==> config.mk <==
export PLATFORM = sky130hd
export DESIGN_NAME = apso_top
export DESIGN_NICKNAME = d
export VERILOG_FILES = /design/src/rtl/apso_pkg.sv /design/src/rtl/apso_delay_line.sv /design/src/rtl/apso_top.sv
export SDC_FILE = /design/constraint.sdc
export NUM_CORES = 1
export LEC_CHECK = 0
export BUFFER_PORTS_ARGS = -buffer_cell sky130_fd_sc_hd__clkbuf_2
export CORE_ASPECT_RATIO = 0.6
export CORE_MARGIN = 4
export CORE_UTILIZATION = 50
export DETAILED_ROUTE_END_ITERATION = 6
export GPL_ROUTABILITY_DRIVEN = 0
export PLACE_DENSITY = 0.78
export REMOVE_ABC_BUFFERS = 1
export SKIP_CTS_REPAIR_TIMING = 1
export SYNTH_ARGS = -nofsm -noshare
export SYNTH_HDL_FRONTEND = slang
export SYNTH_SLANG_ARGS = --single-unit
==> constraint.sdc <==
create_clock -name ref_clk -period 3.6 [get_ports ref_clk]
set_clock_uncertainty 0.15 [all_clocks]
set_input_delay 0.54 -clock ref_clk [delete_from_list [all_inputs] [get_ports ref_clk]]
set_output_delay 0.54 -clock ref_clk [all_outputs]
set_load 0.01 [all_outputs]
==> src/rtl/apso_pkg.sv <==
// constants shared by the parallel sample output block
// assumes a single 40 MHz ref_clk domain and synchronous reset
package apso_pkg;

    // clock and timing
    localparam longint CLK_HZ = 64'd40_000_000;
    localparam longint CAL_TIME_MS = 64'd190;
    localparam longint CAL_CYCLES_DEF = (CAL_TIME_MS * CLK_HZ) / 64'd1000;
    localparam int CAL_CNT_W = 23;

    // pipeline latency in sample clocks
    localparam int PIPE_LAT = 28;
    localparam int CODE_W = 8;
    localparam int WORD_W = 9;
    localparam int OVR_BIT = 8;
    localparam int MSB_BIT = 7;

    // synchroniser bit positions
    localparam int SYNC_W = 6;
    localparam int SY_CLKT = 0;
    localparam int SY_CLKC = 1;
    localparam int SY_RSTN = 2;
    localparam int SY_HALVE = 3;
    localparam int SY_TWOS = 4;
    localparam int SY_REF = 5;

    // register port
    localparam int ADDR_W = 4;
    localparam int DATA_W = 8;
    localparam logic [3:0] REG_STATUS = 4'h0;
    localparam logic [3:0] REG_MASK = 4'h4;
    localparam logic [3:0] REG_STATE = 4'h8;

    // status and mask bits
    localparam int EVT_W = 2;
    localparam int EV_CALDONE = 0;
    localparam int EV_OVR = 1;
    localparam logic [1:0] MASK_RST = 2'h0;

    // state register bits
    localparam int ST_RUN = 0;
    localparam int ST_CAL = 1;
    localparam int ST_HOLD = 2;
    localparam int ST_HALVE = 3;
    localparam int ST_TWOS = 4;
    localparam int ST_REF = 5;

    typedef enum logic [1:0] {APSO_HOLD, APSO_CAL, APSO_RUN} apso_mode_t;

endpackage

==> src/rtl/apso_delay_line.sv <==
// fixed-depth shift line that delays sample words by a number of sample events
// assumes advance is a one-cycle pulse on ref_clk
`timescale 1ns/1ps
`default_nettype none
module apso_delay_line
    import apso_pkg::*;
(
    input wire logic ref_clk,
    input wire logic rst,
    input wire logic advance,
    input wire logic [WORD_W-1:0] din,
    output logic [WORD_W-1:0] dout
);

    typedef struct packed {
        logic [PIPE_LAT-1:0][WORD_W-1:0] mem;
    } apso_line_t;

    apso_line_t st_ff;
    apso_line_t nxt_st;

    // shift one place per sample event
    always_comb
    begin
        nxt_st = st_ff;
        if (advance)
        begin
            nxt_st.mem = {st_ff.mem[PIPE_LAT-2:0], din};
        end
    end

    // register the line
    always_ff @(posedge ref_clk)
    begin
        if (rst)
        begin
            st_ff <= '0;
        end
        else
        begin
            st_ff <= nxt_st;
        end
    end

    assign dout = st_ff.mem[PIPE_LAT-1];

    // word enters at the head on each event
    line_entry_a: assert property (@(posedge ref_clk) disable iff (rst)
        advance |=> st_ff.mem[0] == $past(din))
        else $error("delay line head not loaded");

    // line holds still between events
    line_hold_a: assert property (@(posedge ref_clk) disable iff (rst)
        !advance |=> $stable(st_ff.mem))
        else $error("delay line moved without event");

endmodule
`default_nettype wire

==> src/rtl/apso_top.sv <==
// digital output side of a pipelined 8-bit sampling converter
// assumes converter core results arrive on ref_clk; pins pass two flip-flops
//
// The strobed register port and the register offsets were left to the implementer.
`timescale 1ns/1ps
`default_nettype none
module apso_top
    import apso_pkg::*;
#(
    parameter int CAL_CYCLES = int'(CAL_CYCLES_DEF)
)
(
    input wire logic ref_clk,
    input wire logic rst,
    input wire logic sample_clock_in_true,
    input wire logic sample_clock_in_comp,
    input wire logic cal_reset_n,
    input wire logic clock_halve_sel_n,
    input wire logic twos_format_sel_n,
    input wire logic ref_source_sel,
    input wire logic [CODE_W-1:0] coreCode,
    input wire logic coreOver,
    input wire logic [ADDR_W-1:0] regAddr,
    input wire logic [DATA_W-1:0] regWrData,
    input wire logic regWr,
    input wire logic regRd,
    output logic [DATA_W-1:0] regRdData,
    output logic irq,
    output logic [CODE_W-1:0] sample_bits_true,
    output logic [CODE_W-1:0] sample_bits_comp,
    output logic fwd_clock_true,
    output logic fwd_clock_comp,
    output logic overrange_flag_true,
    output logic overrange_flag_comp,
    output logic ref_source_ext
);

    typedef struct packed {
        logic [SYNC_W-1:0] syncA;
        logic [SYNC_W-1:0] syncB;
        logic clkPrev;
        logic divPhase;
        apso_mode_t mode;
        logic [CAL_CNT_W-1:0] calCnt;
        logic [CODE_W-1:0] dataTrue;
        logic [CODE_W-1:0] dataComp;
        logic fwdTrue;
        logic fwdComp;
        logic overTrue;
        logic overComp;
        logic refExt;
        logic [EVT_W-1:0] status;
        logic [EVT_W-1:0] mask;
        logic irq;
        logic [DATA_W-1:0] rdData;
    } apso_state_t;

    localparam logic [CAL_CNT_W-1:0] CAL_LOAD = CAL_CNT_W'(CAL_CYCLES - 1);

    // power-on starts a calibration with outputs quiet and over-range high
    localparam apso_state_t ST_RESET = '{
        syncA: '0, syncB: '0, clkPrev: 1'b0, divPhase: 1'b0,
        mode: APSO_CAL, calCnt: CAL_LOAD,
        dataTrue: '0, dataComp: '1, fwdTrue: 1'b0, fwdComp: 1'b1,
        overTrue: 1'b1, overComp: 1'b0, refExt: 1'b0,
        status: '0, mask: MASK_RST, irq: 1'b0, rdData: '0};

    apso_state_t st_ff;
    apso_state_t nxt_st;

    logic clkLvl;
    logic clkRise;
    logic clkFall;
    logic sampleEvt;
    logic fwdRiseEvt;
    logic [WORD_W-1:0] pipeOut;

    // output code for the chosen number format
    function automatic logic [CODE_W-1:0] fmt_code(input logic [CODE_W-1:0] code, input logic twosN);
        logic [CODE_W-1:0] res;
        res = code;
        if (!twosN)
        begin
            res[MSB_BIT] = ~code[MSB_BIT];
        end
        return res;
    endfunction

    // sample clock edges from the synchronised differential pair
    always_comb
    begin
        clkLvl = st_ff.syncB[SY_CLKT] & ~st_ff.syncB[SY_CLKC];
        clkRise = clkLvl & ~st_ff.clkPrev;
        clkFall = ~clkLvl & st_ff.clkPrev;
        if (st_ff.syncB[SY_HALVE])
        begin
            sampleEvt = clkRise;
            fwdRiseEvt = clkFall;
        end
        else
        begin
            sampleEvt = clkRise & ~st_ff.divPhase;
            fwdRiseEvt = clkRise & st_ff.divPhase;
        end
    end

    // converter pipeline delay
    apso_delay_line u_line (
        .ref_clk(ref_clk),
        .rst(rst),
        .advance(sampleEvt),
        .din({coreOver, coreCode}),
        .dout(pipeOut)
    );

    // next state of the whole block
    always_comb
    begin
        nxt_st = st_ff;
        nxt_st.syncA = {ref_source_sel, twos_format_sel_n, clock_halve_sel_n,
                        cal_reset_n, sample_clock_in_comp, sample_clock_in_true};
        nxt_st.syncB = st_ff.syncA;
        nxt_st.clkPrev = clkLvl;
        if (clkRise)
        begin
            nxt_st.divPhase = ~st_ff.divPhase;
        end
        nxt_st.refExt = st_ff.syncB[SY_REF];

        // calibration sequencing
        if (!st_ff.syncB[SY_RSTN])
        begin
            nxt_st.mode = APSO_HOLD;
            nxt_st.calCnt = CAL_LOAD;
        end
        else
        begin
            case (st_ff.mode)
                APSO_HOLD:
                begin
                    nxt_st.mode = APSO_CAL;
                    nxt_st.calCnt = CAL_LOAD;
                end
                APSO_CAL:
                begin
                    if (st_ff.calCnt == '0)
                    begin
                        nxt_st.mode = APSO_RUN;
                    end
                    else
                    begin
                        nxt_st.calCnt = st_ff.calCnt - 1'b1;
                    end
                end
                default:
                begin
                    nxt_st.mode = APSO_RUN;
                end
            endcase
        end

        // forwarded clock and sample word
        if (st_ff.mode == APSO_HOLD)
        begin
            nxt_st.fwdTrue = 1'b0;
            nxt_st.overTrue = 1'b1;
        end
        else if (sampleEvt)
        begin
            nxt_st.fwdTrue = 1'b0;
            nxt_st.dataTrue = fmt_code(pipeOut[CODE_W-1:0], st_ff.syncB[SY_TWOS]);
            nxt_st.overTrue = (st_ff.mode != APSO_RUN) | pipeOut[OVR_BIT];
        end
        else if (fwdRiseEvt)
        begin
            nxt_st.fwdTrue = 1'b1;
        end
        if (nxt_st.mode == APSO_HOLD)
        begin
            nxt_st.overTrue = 1'b1;
        end
        nxt_st.dataComp = ~nxt_st.dataTrue;
        nxt_st.fwdComp = ~nxt_st.fwdTrue;
        nxt_st.overComp = ~nxt_st.overTrue;

        // register port: writes, reads, read-clear status
        nxt_st.rdData = '0;
        if (regWr)
        begin
            if (regAddr == REG_MASK)
            begin
                nxt_st.mask = regWrData[EVT_W-1:0];
            end
        end
        if (regRd)
        begin
            if (regAddr == REG_STATUS)
            begin
                nxt_st.rdData = DATA_W'(st_ff.status);
                nxt_st.status = '0;
            end
            else if (regAddr == REG_MASK)
            begin
                nxt_st.rdData = DATA_W'(st_ff.mask);
            end
            else if (regAddr == REG_STATE)
            begin
                nxt_st.rdData[ST_RUN] = st_ff.mode == APSO_RUN;
                nxt_st.rdData[ST_CAL] = st_ff.mode == APSO_CAL;
                nxt_st.rdData[ST_HOLD] = st_ff.mode == APSO_HOLD;
                nxt_st.rdData[ST_HALVE] = st_ff.syncB[SY_HALVE];
                nxt_st.rdData[ST_TWOS] = st_ff.syncB[SY_TWOS];
                nxt_st.rdData[ST_REF] = st_ff.syncB[SY_REF];
            end
        end
        // events set after the clear so a coincident event survives
        if (st_ff.mode == APSO_CAL && nxt_st.mode == APSO_RUN)
        begin
            nxt_st.status[EV_CALDONE] = 1'b1;
        end
        if (sampleEvt && st_ff.mode == APSO_RUN && pipeOut[OVR_BIT])
        begin
            nxt_st.status[EV_OVR] = 1'b1;
        end
        nxt_st.irq = |(nxt_st.status & nxt_st.mask);
    end

    // register the state
    always_ff @(posedge ref_clk)
    begin
        if (rst)
        begin
            st_ff <= ST_RESET;
        end
        else
        begin
            st_ff <= nxt_st;
        end
    end

    // outputs straight from flip-flops
    assign regRdData = st_ff.rdData;
    assign irq = st_ff.irq;
    assign sample_bits_true = st_ff.dataTrue;
    assign sample_bits_comp = st_ff.dataComp;
    assign fwd_clock_true = st_ff.fwdTrue;
    assign fwd_clock_comp = st_ff.fwdComp;
    assign overrange_flag_true = st_ff.overTrue;
    assign overrange_flag_comp = st_ff.overComp;
    assign ref_source_ext = st_ff.refExt;

    // checks on the output behaviour
    // halved: the skipped rise lifts the forwarded clock instead of sampling
    halve_skip_a: assert property (@(posedge ref_clk) disable iff (rst)
        clkRise && !st_ff.syncB[SY_HALVE] && st_ff.divPhase && st_ff.mode != APSO_HOLD |=> fwd_clock_true)
        else $error("halved clock took a sample on odd edge");

    // undivided: every rise brings the forwarded clock low and, outside hold, starts a new word
    full_rate_a: assert property (@(posedge ref_clk) disable iff (rst)
        clkRise && st_ff.syncB[SY_HALVE] |=> !fwd_clock_true)
        else $error("undivided clock missed a sample");

    twos_fmt_a: assert property (@(posedge ref_clk) disable iff (rst)
        sampleEvt && st_ff.mode != APSO_HOLD |=>
        sample_bits_true[MSB_BIT] == ($past(pipeOut[MSB_BIT]) ^ !$past(st_ff.syncB[SY_TWOS])))
        else $error("output number format wrong");

    hold_reset_a: assert property (@(posedge ref_clk) disable iff (rst)
        !st_ff.syncB[SY_RSTN] |=> st_ff.mode == APSO_HOLD)
        else $error("low reset input did not hold the device");

    ref_sel_a: assert property (@(posedge ref_clk) disable iff (rst)
        ##1 ref_source_ext == $past(st_ff.syncB[SY_REF]))
        else $error("reference select not followed");

    data_pair_a: assert property (@(posedge ref_clk) disable iff (rst)
        sample_bits_comp == ~sample_bits_true && overrange_flag_comp == !overrange_flag_true)
        else $error("differential data pair not complementary");

    fwd_pair_a: assert property (@(posedge ref_clk) disable iff (rst)
        fwd_clock_comp == !fwd_clock_true)
        else $error("forwarded clock pair not complementary");

    fwd_rise_a: assert property (@(posedge ref_clk) disable iff (rst)
        fwdRiseEvt && st_ff.mode != APSO_HOLD && !sampleEvt |=> fwd_clock_true)
        else $error("forwarded clock did not rise");

    run_over_a: assert property (@(posedge ref_clk) disable iff (rst)
        sampleEvt && st_ff.mode == APSO_RUN && st_ff.syncB[SY_RSTN] |=>
        overrange_flag_true == $past(pipeOut[OVR_BIT]))
        else $error("delayed over-range not presented");

    over_forced_a: assert property (@(posedge ref_clk) disable iff (rst)
        st_ff.mode != APSO_RUN |-> overrange_flag_true)
        else $error("over-range not forced during calibration");

    fwd_low_a: assert property (@(posedge ref_clk) disable iff (rst)
        st_ff.mode == APSO_HOLD |=> !fwd_clock_true)
        else $error("forwarded clock toggled in reset");

    same_word_a: assert property (@(posedge ref_clk) disable iff (rst)
        $changed(sample_bits_true) |-> $past(sampleEvt) && !fwd_clock_true)
        else $error("data changed outside a sample event");

    cal_done_c: cover property (@(posedge ref_clk) disable iff (rst)
        st_ff.mode == APSO_CAL ##1 st_ff.mode == APSO_RUN);
    recal_c: cover property (@(posedge ref_clk) disable iff (rst)
        st_ff.mode == APSO_RUN ##1 st_ff.mode == APSO_HOLD ##[1:20] st_ff.mode == APSO_CAL);
    irq_c: cover property (@(posedge ref_clk) disable iff (rst) $rose(irq));
    halved_c: cover property (@(posedge ref_clk) disable iff (rst)
        sampleEvt && !st_ff.syncB[SY_HALVE]);

endmodule
`default_nettype wire
==> results by group, run 1 <==
Synthesis
  – Largest area contributor in the netlist: dfxtp_1
  – Main synth FF type: dfxtp_1
  – Post-synth EDFFs: 0
  – Mapped Area: 11,400 sq um
  – Top-count cell post-synth: nand2_1
  – Syn. warnings: 0
  – Netlist cell types: 49
  – Synth top cells by count: nand2_1, dfxtp_1, a21oi_1
  – Sequential share of the synthesized area: 0.568
  – Mapped Cells: 1,399
  – Top cells by area, synth: dfxtp_1, nand2_1, a21oi_1
  – Top-area cell type share of the netlist area: 0.568
  – Synth async-reset ratio: 0
  – #FFs+latches synth: 323
  – Syn_area_per_cell: 8.14 sq um

Setup path
  – CP startpoint kind: register
  – Worst EP arrival: 3.08 ns
  – R2r setup slk: 0.82 ns
  – Worst Path Max Fanout: 8
  – WS Path Type: register to register
  – Worst Path Required: 3.90 ns
  – CP endpoint kind: register

Power and ir drop
  – Part of the power in combinational logic: 0.026
  – Peak VDD IR: 0.000358 V
  – Leakage power: 4.18 nW
  – Psw: 1.41 mW
  – Pint: 5.47 mW
  – Tot Pwr: 6.88 mW
  – Reg power frac: 0.523
  – Pwr Density: 545 nW/um^2
  – Clock share of power: 0.452
  – Sw frac: 0.205

Clocking
  – Clk Latency, worst-skew pair: 0.53 ns
  – Longest Clk Path Bufs: 3
  – Clk sinks: 323
  – Cts bufs inserted: 28
  – Root Driver: clkbuf_16
  – Clk slew on worst S/H paths: 0.06 ns
  – TritonCTS clock tree: yes
  – H-tree depth: 1

Final layout
  – Fin cells: 1,702
  – Final core utilization: 0.567
  – Fraction of layout cells with a size suffix above 1: 0.0882
  – Layout Nets: 1,406
  – Antenna fix cells: 0
  – Final instance area: 12,600 sq um
  – Fillers: 2,029
  – Synthesis-to-finish area growth: 10.8%

Global routing
  – Number of global-route vias before repair: 7,805
  – Antenna violations before repair: 0
  – Total grt overflow: 0
  – Largest net degree at the start of global routing: 254
  – Total Routing Usage GR: 0.151
  – First-pass GRT wire length: 34,100 um

Timing
  – Final max-slew violation count: 0
  – Hold Vio Cnt, Final: 0
  – Setup_tns: 0 ns
  – Fin worst setup slack: 0.824 ns
  – Worst hold slack: 0.0796 ns
  – Final Critical Period: 2.78 ns
  – Relative slew slack: 0.315
  – Unrepaired setup endpoints after global routing: no
  – Setup violators final: 0
  – Worst-Margin Slew: 1.03 ns
  – Fmax: 360 MHz
  – Final worst path period share: 0.771

Placed design
  – Post-Place Cell Area: 11,600 sq um
  – PortBufs: 52
  – Post-DP HPWL: 11,500 um
  – Dpl ws: 0.909 ns
  – Cell total after placement: 1,652

Route
  – Avg Vias per Cell: 5.04
  – WL final: 20,000 um
  – Number of routed nets with antenna violations: 0
  – Iteration-0 DRC Markers: 641
  – DRT Pass-1 Iters: 5
  – Wire per inst: 11.8 um
  – Residual DRC: 0
  – Vias post-DR: 8,582

Floorplan
  – Initial Utilization: 0.512
  – Die width: 203 um
  – Rows: 42
  – Core Region: 22,200 sq um
  – Die Y: 125 um
  – Die ar.: 25,300 sq um
  – I/O pin cnt: 61

Min path
  – Min-delay worst type: input port to register

Job
  – Max-Cap Viols: 0

Status
  – Outcome: completed
[area by class of cell]
cell class                      count  area, sq um  area share
Sequential cell                   323         6470       0.513
Multi-Input combinational cell    952         4370       0.347
Timing Repair Buffer               61          388      0.0308
Clock buffer                       37          796      0.0631
Inverter                            8         30.0     0.00238
Clock inverter                     13          174      0.0138
Tap cell                          308          385      0.0306
[sequential cells by signal, summed over array words and instances, names as in the netlist]
signal and count:
sample_bits_comp 8, u_line.st_ff 243, st_ff 36, ref_source_ext 1
nxt_st 7, regRdData 6, sample_bits_true 8, overrange_flag_comp 1
irq 1, fwd_clock_true 1, u_line.dout 9, overrange_flag_true 1
fwd_clock_comp 1
[power by group through the flow]
stage                     registers [mW]  clock network (mW)  logic [mW]
after floorplan                     3.67                   0      0.0737
after global placement              3.68                   0       0.176
after detailed placement            3.68                   0       0.177
after CTS                           3.59                3.19       0.178
after global routing                3.59                3.32       0.196
final                               3.59                3.11       0.176
[final timing paths]
check / start / endpoint / depth (start not counted)
setup / recovery: st_ff[43] / st_ff[54] / 5
hold / removal: coreCode[7] / u_line.st_ff[7] / 3
setup reg to reg: st_ff[43] / st_ff[54] / 5
hold reg to reg: u_line.st_ff[31] / u_line.st_ff[40] / 2
[worst max-delay path, stage by stage (launching register included)]
cell and delay, ns:
dfxtp_1 0.36, or4_1 0.69, nor4_1 0.83, nand2_1 0.20, nor4_1 0.28, mux2i_1 0.21
[cell usage in the layout (no fill, tap or decap), drive strengths merged, types with 4 or more instances in the layout]
master  Yosys  final
mux2i      11     11
nand2b      4      4
nand3       5      5
o21ai      15     15
buf        27     10
nor2b      18     18
inv         8      9
bufinv      0      4
nand3b      6      6
nand2     519    519
nor2       27     27
dfxtp     323    323
nor4        7      7
and2        6      6
or4         5      5
or3         6      6
a21oi     261    261
clkbuf     90     88
or2         8      8
nor3       16     16
clkinv      0      6
xnor2       6      6
and3        5      5
[per-layer routing]
layer / vias up / global-route usage / part of all wire / wire, um
li1: 4475 / - / - / -
met1: 3963 / 0.196 / 0.49 / 9720
met2: 117 / 0.262 / 0.46 / 9210
met3: 27 / 0.0294 / 0.040 / 799
met4: 0 / 0.0319 / 0.014 / 276
met5: - / 0 / 0 / 0
[kinds of logic (layout without fill, tap and decap cells)]
family,Yosys count,in the layout,share of synthesized area
muxes,11,11,0.00967
buffers and inverters,125,119,0.0499
other,1,2,0.000329
adders and majority gates,1,1,0.00110
AOI/OAI and AO/OA,291,291,0.133
DFF,323,323,0.568
xor gates and xnor gates,8,8,0.00615
and+or+nand+nor,639,639,0.232
(Power assumes the default switching activity.)
==> run 2: changes to the inputs <==
- ABC_AREA: not set -> 1
- PLACE_DENSITY: 0.78 -> 0.81
- clock period: 3.6 -> 2.4 ns (I/O delays scaled with it)
==> run 2 against run 1 <==
The flow now finishes with violations (negative hold slack). Critical path depth increased by 5. Combinational power increased to 3.5 times the previous value. Critical path type unchanged. Fmax increased by 32%. Cell count increased by 2.4%. Area after synthesis increased by 3.1%. Total power increased by 56%. Die area increased by 3.0%. First-iteration DRC count decreased by 17%.
==> results by group, run 2 <==
Synthesis
  – Post-synth EDFFs: 0 (unchanged)
  – #FFs+latches synth: 323 (unchanged)
  – Syn_area_per_cell: 8.33 sq um (was 8.14 sq um)
  – Mapped Area: 11,700 sq um (was 11,400 sq um)
  – Top cells by area, synth: dfxtp_1, a211oi_1, nor2_1 (was dfxtp_1, nand2_1, a21oi_1)
  – Largest area contributor in the netlist: dfxtp_1 (unchanged)
  – Top-area cell type share of the netlist area: 0.551 (was 0.568)
  – Syn. warnings: 0 (unchanged)
  – Synth top cells by count: dfxtp_1, nor2_1, inv_1 (was nand2_1, dfxtp_1, a21oi_1)
  – Sequential share of the synthesized area: 0.551 (was 0.568)
  – Mapped Cells: 1,410 (was 1,399)
  – Top-count cell post-synth: dfxtp_1 (was nand2_1)
  – Netlist cell types: 33 (was 49)
  – Synth async-reset ratio: 0 (unchanged)
  – Main synth FF type: dfxtp_1 (unchanged)

Timing
  – Final Critical Period: 2.11 ns (was 2.78 ns)
  – Setup violators final: 0 (unchanged)
  – Fin worst setup slack: 0.292 ns (was 0.824 ns)
  – Worst-Margin Slew: 0.827 ns (was 1.03 ns)
  – Hold Vio Cnt, Final: 2 (was 0)
  – Worst hold slack: -0.0315 ns (was 0.0796 ns)
  – Final worst path period share: 0.878 (was 0.771)
  – Fmax: 474 MHz (was 360 MHz)
  – Final max-slew violation count: 0 (unchanged)
  – Setup_tns: 0 ns (unchanged)
  – Relative slew slack: 0.449 (was 0.315)
  – Unrepaired setup endpoints after global routing: no (unchanged)

Final layout
  – Fillers: 2,014 (was 2,029)
  – Reg with most FFs: u_line.st_ff (unchanged)
  – Final core utilization: 0.567 (about the same)
  – Layout Nets: 1,441 (was 1,406)
  – Most frequent cells in the layout: dfxtp_1, nor2_1, inv_1, o21ai_0, a21oi_1 (was nand2_1, dfxtp_1, a21oi_1, clkbuf_2, clkbuf_16)
  – Max reg flops: 243 (unchanged)
  – Fraction of layout cells with a size suffix above 1: 0.0967 (was 0.0882)
  – Antenna fix cells: 0 (unchanged)
  – Synthesis-to-finish area growth: 11.5% (was 10.8%)
  – Fin cells: 1,742 (was 1,702)
  – Commonest non-fill, non-tap cell in the layout: dfxtp_1 (was nand2_1)

Floorplan
  – Die width: 206 um (was 203 um)
  – Rows: 43 (was 42)
  – Die ar.: 26,100 sq um (was 25,300 sq um)
  – Core Region: 23,100 sq um (was 22,200 sq um)
  – Initial Utilization: 0.509 (was 0.512)
  – I/O pin cnt: 61 (unchanged)
  – Die Y: 127 um (was 125 um)

Power and ir drop
  – Psw: 2.33 mW (was 1.41 mW)
  – Leakage power: 4.89 nW (was 4.18 nW)
  – Pwr Density: 817 nW/um^2 (was 545 nW/um^2)
  – Clock share of power: 0.411 (was 0.452)
  – Reg power frac: 0.531 (was 0.523)
  – Peak VDD IR: 0.000452 V (was 0.000358 V)
  – Part of the power in combinational logic: 0.058 (was 0.026)
  – Sw frac: 0.218 (was 0.205)
  – Pint: 8.37 mW (was 5.47 mW)

Clocking
  – Cts bufs inserted: 27 (was 28)
  – Clk sinks: 323 (unchanged)
  – Longest Clk Path Bufs: 3 (unchanged)
  – Clk slew on worst S/H paths: 0.07 ns (was 0.06 ns)
  – TritonCTS clock tree: yes (unchanged)
  – Clk Latency, worst-skew pair: 0.53 ns (about the same)
  – Root Driver: clkbuf_16 (unchanged)
  – H-tree depth: 1 (unchanged)

Setup path
  – CP startpoint kind: register (unchanged)
  – CP endpoint kind: register (unchanged)
  – Crit-path max cell delay: 0.35 ns (was 0.83 ns)
  – Crit-path slowest cell: dfxtp_1 (was nor4_1)
  – WS Path Type: register to register (unchanged)
  – Worst EP arrival: 2.35 ns (was 3.08 ns)
  – WP buf/inv: 2 (was 0)
  – Crit path cell chain: inv_1 > ha_1 > nand2_2 > nor2_4 > nand3_2 > nor2_4 > nor2_2 > buf_4 > nand3_1 > nand3_1 (was or4_1 > nor4_1 > nand2_1 > nor4_1 > mux2i_1)
  – Worst Path Required: 2.64 ns (was 3.90 ns)
  – Worst Path Max Fanout: 18 (was 8)
  – Delay-heaviest family, CP: simple AND/OR/NAND/NOR gates (unchanged)

Route
  – Residual DRC: 0 (unchanged)
  – Number of routed nets with antenna violations: 0 (unchanged)
  – Vias post-DR: 8,602 (was 8,582)
  – DRT Pass-1 Iters: 5 (unchanged)
  – Avg Vias per Cell: 4.94 (was 5.04)
  – WL final: 20,600 um (was 20,000 um)
  – Iteration-0 DRC Markers: 532 (was 641)
  – Wire per inst: 11.8 um (about the same)

Placed design
  – Post-DP HPWL: 12,500 um (was 11,500 um)
  – Dpl ws: 0.362 ns (was 0.909 ns)
  – Cell total after placement: 1,680 (was 1,652)
  – PortBufs: 52 (unchanged)

Global routing
  – Number of global-route vias before repair: 7,891 (was 7,805)
  – Total grt overflow: 0 (unchanged)
  – First-pass GRT wire length: 35,500 um (was 34,100 um)
  – Antenna violations before repair: 0 (unchanged)
  – Total Routing Usage GR: 0.156 (was 0.151)
  – Largest net degree at the start of global routing: 101 (was 254)

Status
  – Outcome: complete, but fails checks (was completed)
  – Failing checks: negative hold slack

Min path
  – Min-delay worst type: input port to register (unchanged)

Job
  – Max-Cap Viols: 0 (unchanged)
run 2: area by class of cell:
cell class	count	area, sq um	share of cell area
Clock buffer	38	807	0.0617
Clock inverter	9	95.1	0.00727
Inverter	179	681	0.0520
Multi-Input combinational cell	792	4020	0.307
Sequential cell	323	6470	0.494
Tap cell	315	394	0.0301
Timing Repair Buffer	86	631	0.0482
run 2: power by group through the flow:
stage | logic, mW | clock network, mW | registers, mW
floorplan | 0.421 | 0 | 5.79
global placement | 0.582 | 0 | 5.79
detailed placement | 0.604 | 0 | 5.80
CTS | 0.608 | 4.52 | 5.68
global route | 0.721 | 4.75 | 5.70
finish | 0.620 | 4.40 | 5.68
run 2: layer usage:
layer | wire length (um) | track usage
met1 | 10200 | 0.214
met3 | 1310 | 0.0414
met5 | 0 | 0
met2 | 8720 | 0.254
met4 | 347 | 0.0297
run 2: final timing paths:
path              slack, ns         endpoint         from  cells after the start
setup / recovery       0.29        st_ff[51]    st_ff[34]                     10
hold / removal        -0.03  u_line.st_ff[6]  coreCode[6]                      3
setup reg to reg       0.29        st_ff[51]    st_ff[34]                     10
hold reg to reg        0.25        st_ff[61]   nxt_st[61]                      2
run 2: stage by stage:
step / instance area (sq um) / total power [mW]
floorplan: 11100 / 6.21
global placement: 12000 / 6.37
detailed placement: 12000 / 6.40
CTS: 12900 / 10.8
global route: 13100 / 11.2
finish: 13100 / 10.7
run 2: tightest hold or removal path: stages:
cell      delay (ns)
clkbuf_2        0.07
o21ai_0         0.07
a21oi_1         0.10
run 2: kinds of logic after synthesis:
kind of cell / count (synthesis) / synth area share
AOI/OAI and AO/OA: 408 / 0.203
and+or+nand+nor: 375 / 0.132
DFF: 323 / 0.551
buffers and inverters: 296 / 0.109
xor gates and xnor gates: 6 / 0.00448
adders and majority gates: 1 / 0.00107
other: 1 / 0.000319
==> run 3: changes to the inputs <==
- CORE_ASPECT_RATIO: 0.6 -> not set
- CTS_BUF_LIST: not set -> sky130_fd_sc_hd__clkbuf_8
==> run 3 against run 2 <==
The run still ends with negative hold slack left. Hold slack got worse by 0.016 ns. Clock power shrank 1%. Die area shrank 0.30%. Setup slack improved by 0.018 ns. Non-clock buffer count is 1 higher. Global-route usage down 0.41 points. Cell count increased by 2.0%. Register-to-register slack improved by 0.02 ns. Total power fell by 0.43%. Via count up 1.4%. Sequential power barely moved. Critical path type unchanged. Largest cell class unchanged.
==> results by group, run 3 (same netlist as run 2, synthesis figures left out) <==
Status
  – Outcome: complete, but fails checks (unchanged)
  – Failing checks: negative hold slack (unchanged)

Timing
  – Final worst path period share: 0.871 (was 0.878)
  – Final Critical Period: 2.09 ns (was 2.11 ns)
  – Worst hold slack: -0.0478 ns (was -0.0315 ns)
  – Fin worst setup slack: 0.311 ns (was 0.292 ns)
  – Hold Vio Cnt, Final: 2 (unchanged)
  – Relative slew slack: 0.503 (was 0.449)
  – Unrepaired setup endpoints after global routing: no (unchanged)
  – Setup violators final: 0 (unchanged)
  – Final max-slew violation count: 0 (unchanged)
  – Worst-Margin Slew: 0.746 ns (was 0.827 ns)
  – Fmax: 479 MHz (was 474 MHz)
  – Setup_tns: 0 ns (unchanged)

Setup path
  – Worst Path Max Fanout: 15 (was 18)
  – Worst EP arrival: 2.41 ns (was 2.35 ns)
  – Crit-path max cell delay: 0.33 ns (was 0.35 ns)
  – CP endpoint kind: register (unchanged)
  – Crit-path slowest cell: dfxtp_1 (unchanged)
  – WP buf/inv: 2 (unchanged)
  – Most frequent CP cell: nor2_4
  – WS Path Type: register to register (unchanged)
  – CP startpoint kind: register (unchanged)
  – Delay-heaviest family, CP: simple AND/OR/NAND/NOR gates (unchanged)
  – Worst Path Required: 2.72 ns (was 2.64 ns)
  – Crit path cell chain: inv_1 > ha_1 > nand2_2 > nor2_4 > nand3_2 > nor2_4 > nor2_4 > inv_2 > nand2_1 > a21oi_1 (was inv_1 > ha_1 > nand2_2 > nor2_4 > nand3_2 > nor2_4 > nor2_2 > buf_4 > nand3_1 > nand3_1)

Route
  – Wire per inst: 11.4 um (was 11.8 um)
  – Number of routed nets with antenna violations: 0 (unchanged)
  – Vias post-DR: 8,725 (was 8,602)
  – DRT Pass-1 Iters: 4 (was 5)
  – Residual DRC: 0 (unchanged)
  – Iteration-0 DRC Markers: 488 (was 532)
  – WL final: 20,200 um (was 20,600 um)
  – Avg Vias per Cell: 4.91 (was 4.94)

Final layout
  – Layout Nets: 1,463 (was 1,441)
  – Reg with most FFs: u_line.st_ff (unchanged)
  – Antenna fix cells: 0 (unchanged)
  – Final instance area: 13,200 sq um (was 13,100 sq um)
  – Synthesis-to-finish area growth: 12.4% (was 11.5%)
  – Fraction of layout cells with a size suffix above 1: 0.108 (was 0.0967)
  – Max reg flops: 243 (unchanged)
  – Fillers: 1,994 (was 2,014)
  – Most frequent cells in the layout: dfxtp_1, nor2_1, inv_1, o21ai_0, a21oi_1 (unchanged)
  – Fin cells: 1,777 (was 1,742)
  – Commonest non-fill, non-tap cell in the layout: dfxtp_1 (unchanged)
  – Final core utilization: 0.578 (was 0.567)

Clocking
  – H-tree depth: 2 (was 1)
  – Clk slew on worst S/H paths: 0.06 ns (was 0.07 ns)
  – Longest Clk Path Bufs: 3 (unchanged)
  – Clk sinks: 323 (unchanged)
  – Root Driver: clkbuf_8 (was clkbuf_16)
  – Clk Latency, worst-skew pair: 0.55 ns (was 0.53 ns)
  – Cts bufs inserted: 48 (was 27)
  – TritonCTS clock tree: yes (unchanged)

Placed design
  – PortBufs: 52 (unchanged)
  – Dpl ws: 0.225 ns (was 0.362 ns)
  – Post-Place Cell Area: 12,100 sq um (was 12,000 sq um)
  – Cell total after placement: 1,677 (was 1,680)
  – Post-DP HPWL: 11,500 um (was 12,500 um)

Global routing
  – Total Routing Usage GR: 0.152 (was 0.156)
  – First-pass GRT wire length: 34,900 um (was 35,500 um)
  – Number of global-route vias before repair: 7,990 (was 7,891)
  – Largest net degree at the start of global routing: 201 (was 101)
  – Total grt overflow: 0 (unchanged)
  – Antenna violations before repair: 0 (unchanged)

Floorplan
  – Core Region: 22,800 sq um (was 23,100 sq um)
  – Initial Utilization: 0.514 (was 0.509)
  – Die width: 161 um (was 206 um)
  – I/O pin cnt: 61 (unchanged)
  – Rows: 55 (was 43)
  – Die Y: 161 um (was 127 um)
  – Die ar.: 26,000 sq um (was 26,100 sq um)

Power and ir drop
  – Psw: 2.41 mW (was 2.33 mW)
  – Pwr Density: 807 nW/um^2 (was 817 nW/um^2)
  – Part of the power in combinational logic: 0.059 (was 0.058)
  – Pint: 8.24 mW (was 8.37 mW)
  – Peak VDD IR: 0.000492 V (was 0.000452 V)
  – Tot Pwr: 10.7 mW (about the same)
  – Clock share of power: 0.408 (was 0.411)
  – Sw frac: 0.226 (was 0.218)
  – Reg power frac: 0.533 (was 0.531)
  – Leakage power: 5.02 nW (was 4.89 nW)

Job
  – Max-Cap Viols: 0 (unchanged)

Min path
  – Min-delay worst type: input port to register (unchanged)
==> run 3: cell types whose count changed in the layout (fill, tap and decap cells not counted), moves of 3 or more <==
cell	delta
buf_4	-3
clkinv_2	-6
inv_1	+17
clkbuf_8	+53
clkbuf_16	-27
==> run 3: final timing paths <==
check	startpoint	end	slack [ns]	cells past startpoint
setup reg to reg	st_ff[34]	st_ff[45]	0.31	10
hold reg to reg	nxt_st[61]	st_ff[61]	0.26	2
setup / recovery	st_ff[34]	st_ff[45]	0.31	10
hold / removal	coreCode[0]	u_line.st_ff[0]	-0.05	3
==> run 3: area by class of cell <==
class,count,area [sq um],area share
clock buffer,62,853,0.0647
clock inverter,21,115,0.00872
inverter,179,682,0.0517
multi-input combinational,792,4020,0.305
sequential,323,6470,0.490
tap,313,392,0.0297
timing repair buffer,87,668,0.0506
==> run 3: per-layer routing <==
metal / track usage / routed length, um / vias to the layer above
met2: 0.255 / 9410 / 149
met5: 0 / 0 / -
li1: - / - / 4655
met4: 0.0481 / 385 / 0
met1: 0.197 / 9330 / 3887
met3: 0.0347 / 1100 / 34
==> run 3: power by group through the flow <==
| stage | Combinational [mW] | Clock [mW] | Sequential (mW) |
|---|---|---|---|
| floorplan | 0.421 | 0 | 5.79 |
| global placement | 0.583 | 0 | 5.79 |
| detailed placement | 0.604 | 0 | 5.80 |
| CTS | 0.609 | 4.50 | 5.68 |
| global route | 0.728 | 4.75 | 5.70 |
| finish | 0.626 | 4.34 | 5.68 |
==> run 3: tightest hold or removal path, cell delays in order <==
cell and delay (ns):
clkbuf_2 0.07, o21ai_0 0.07, a21oi_1 0.11
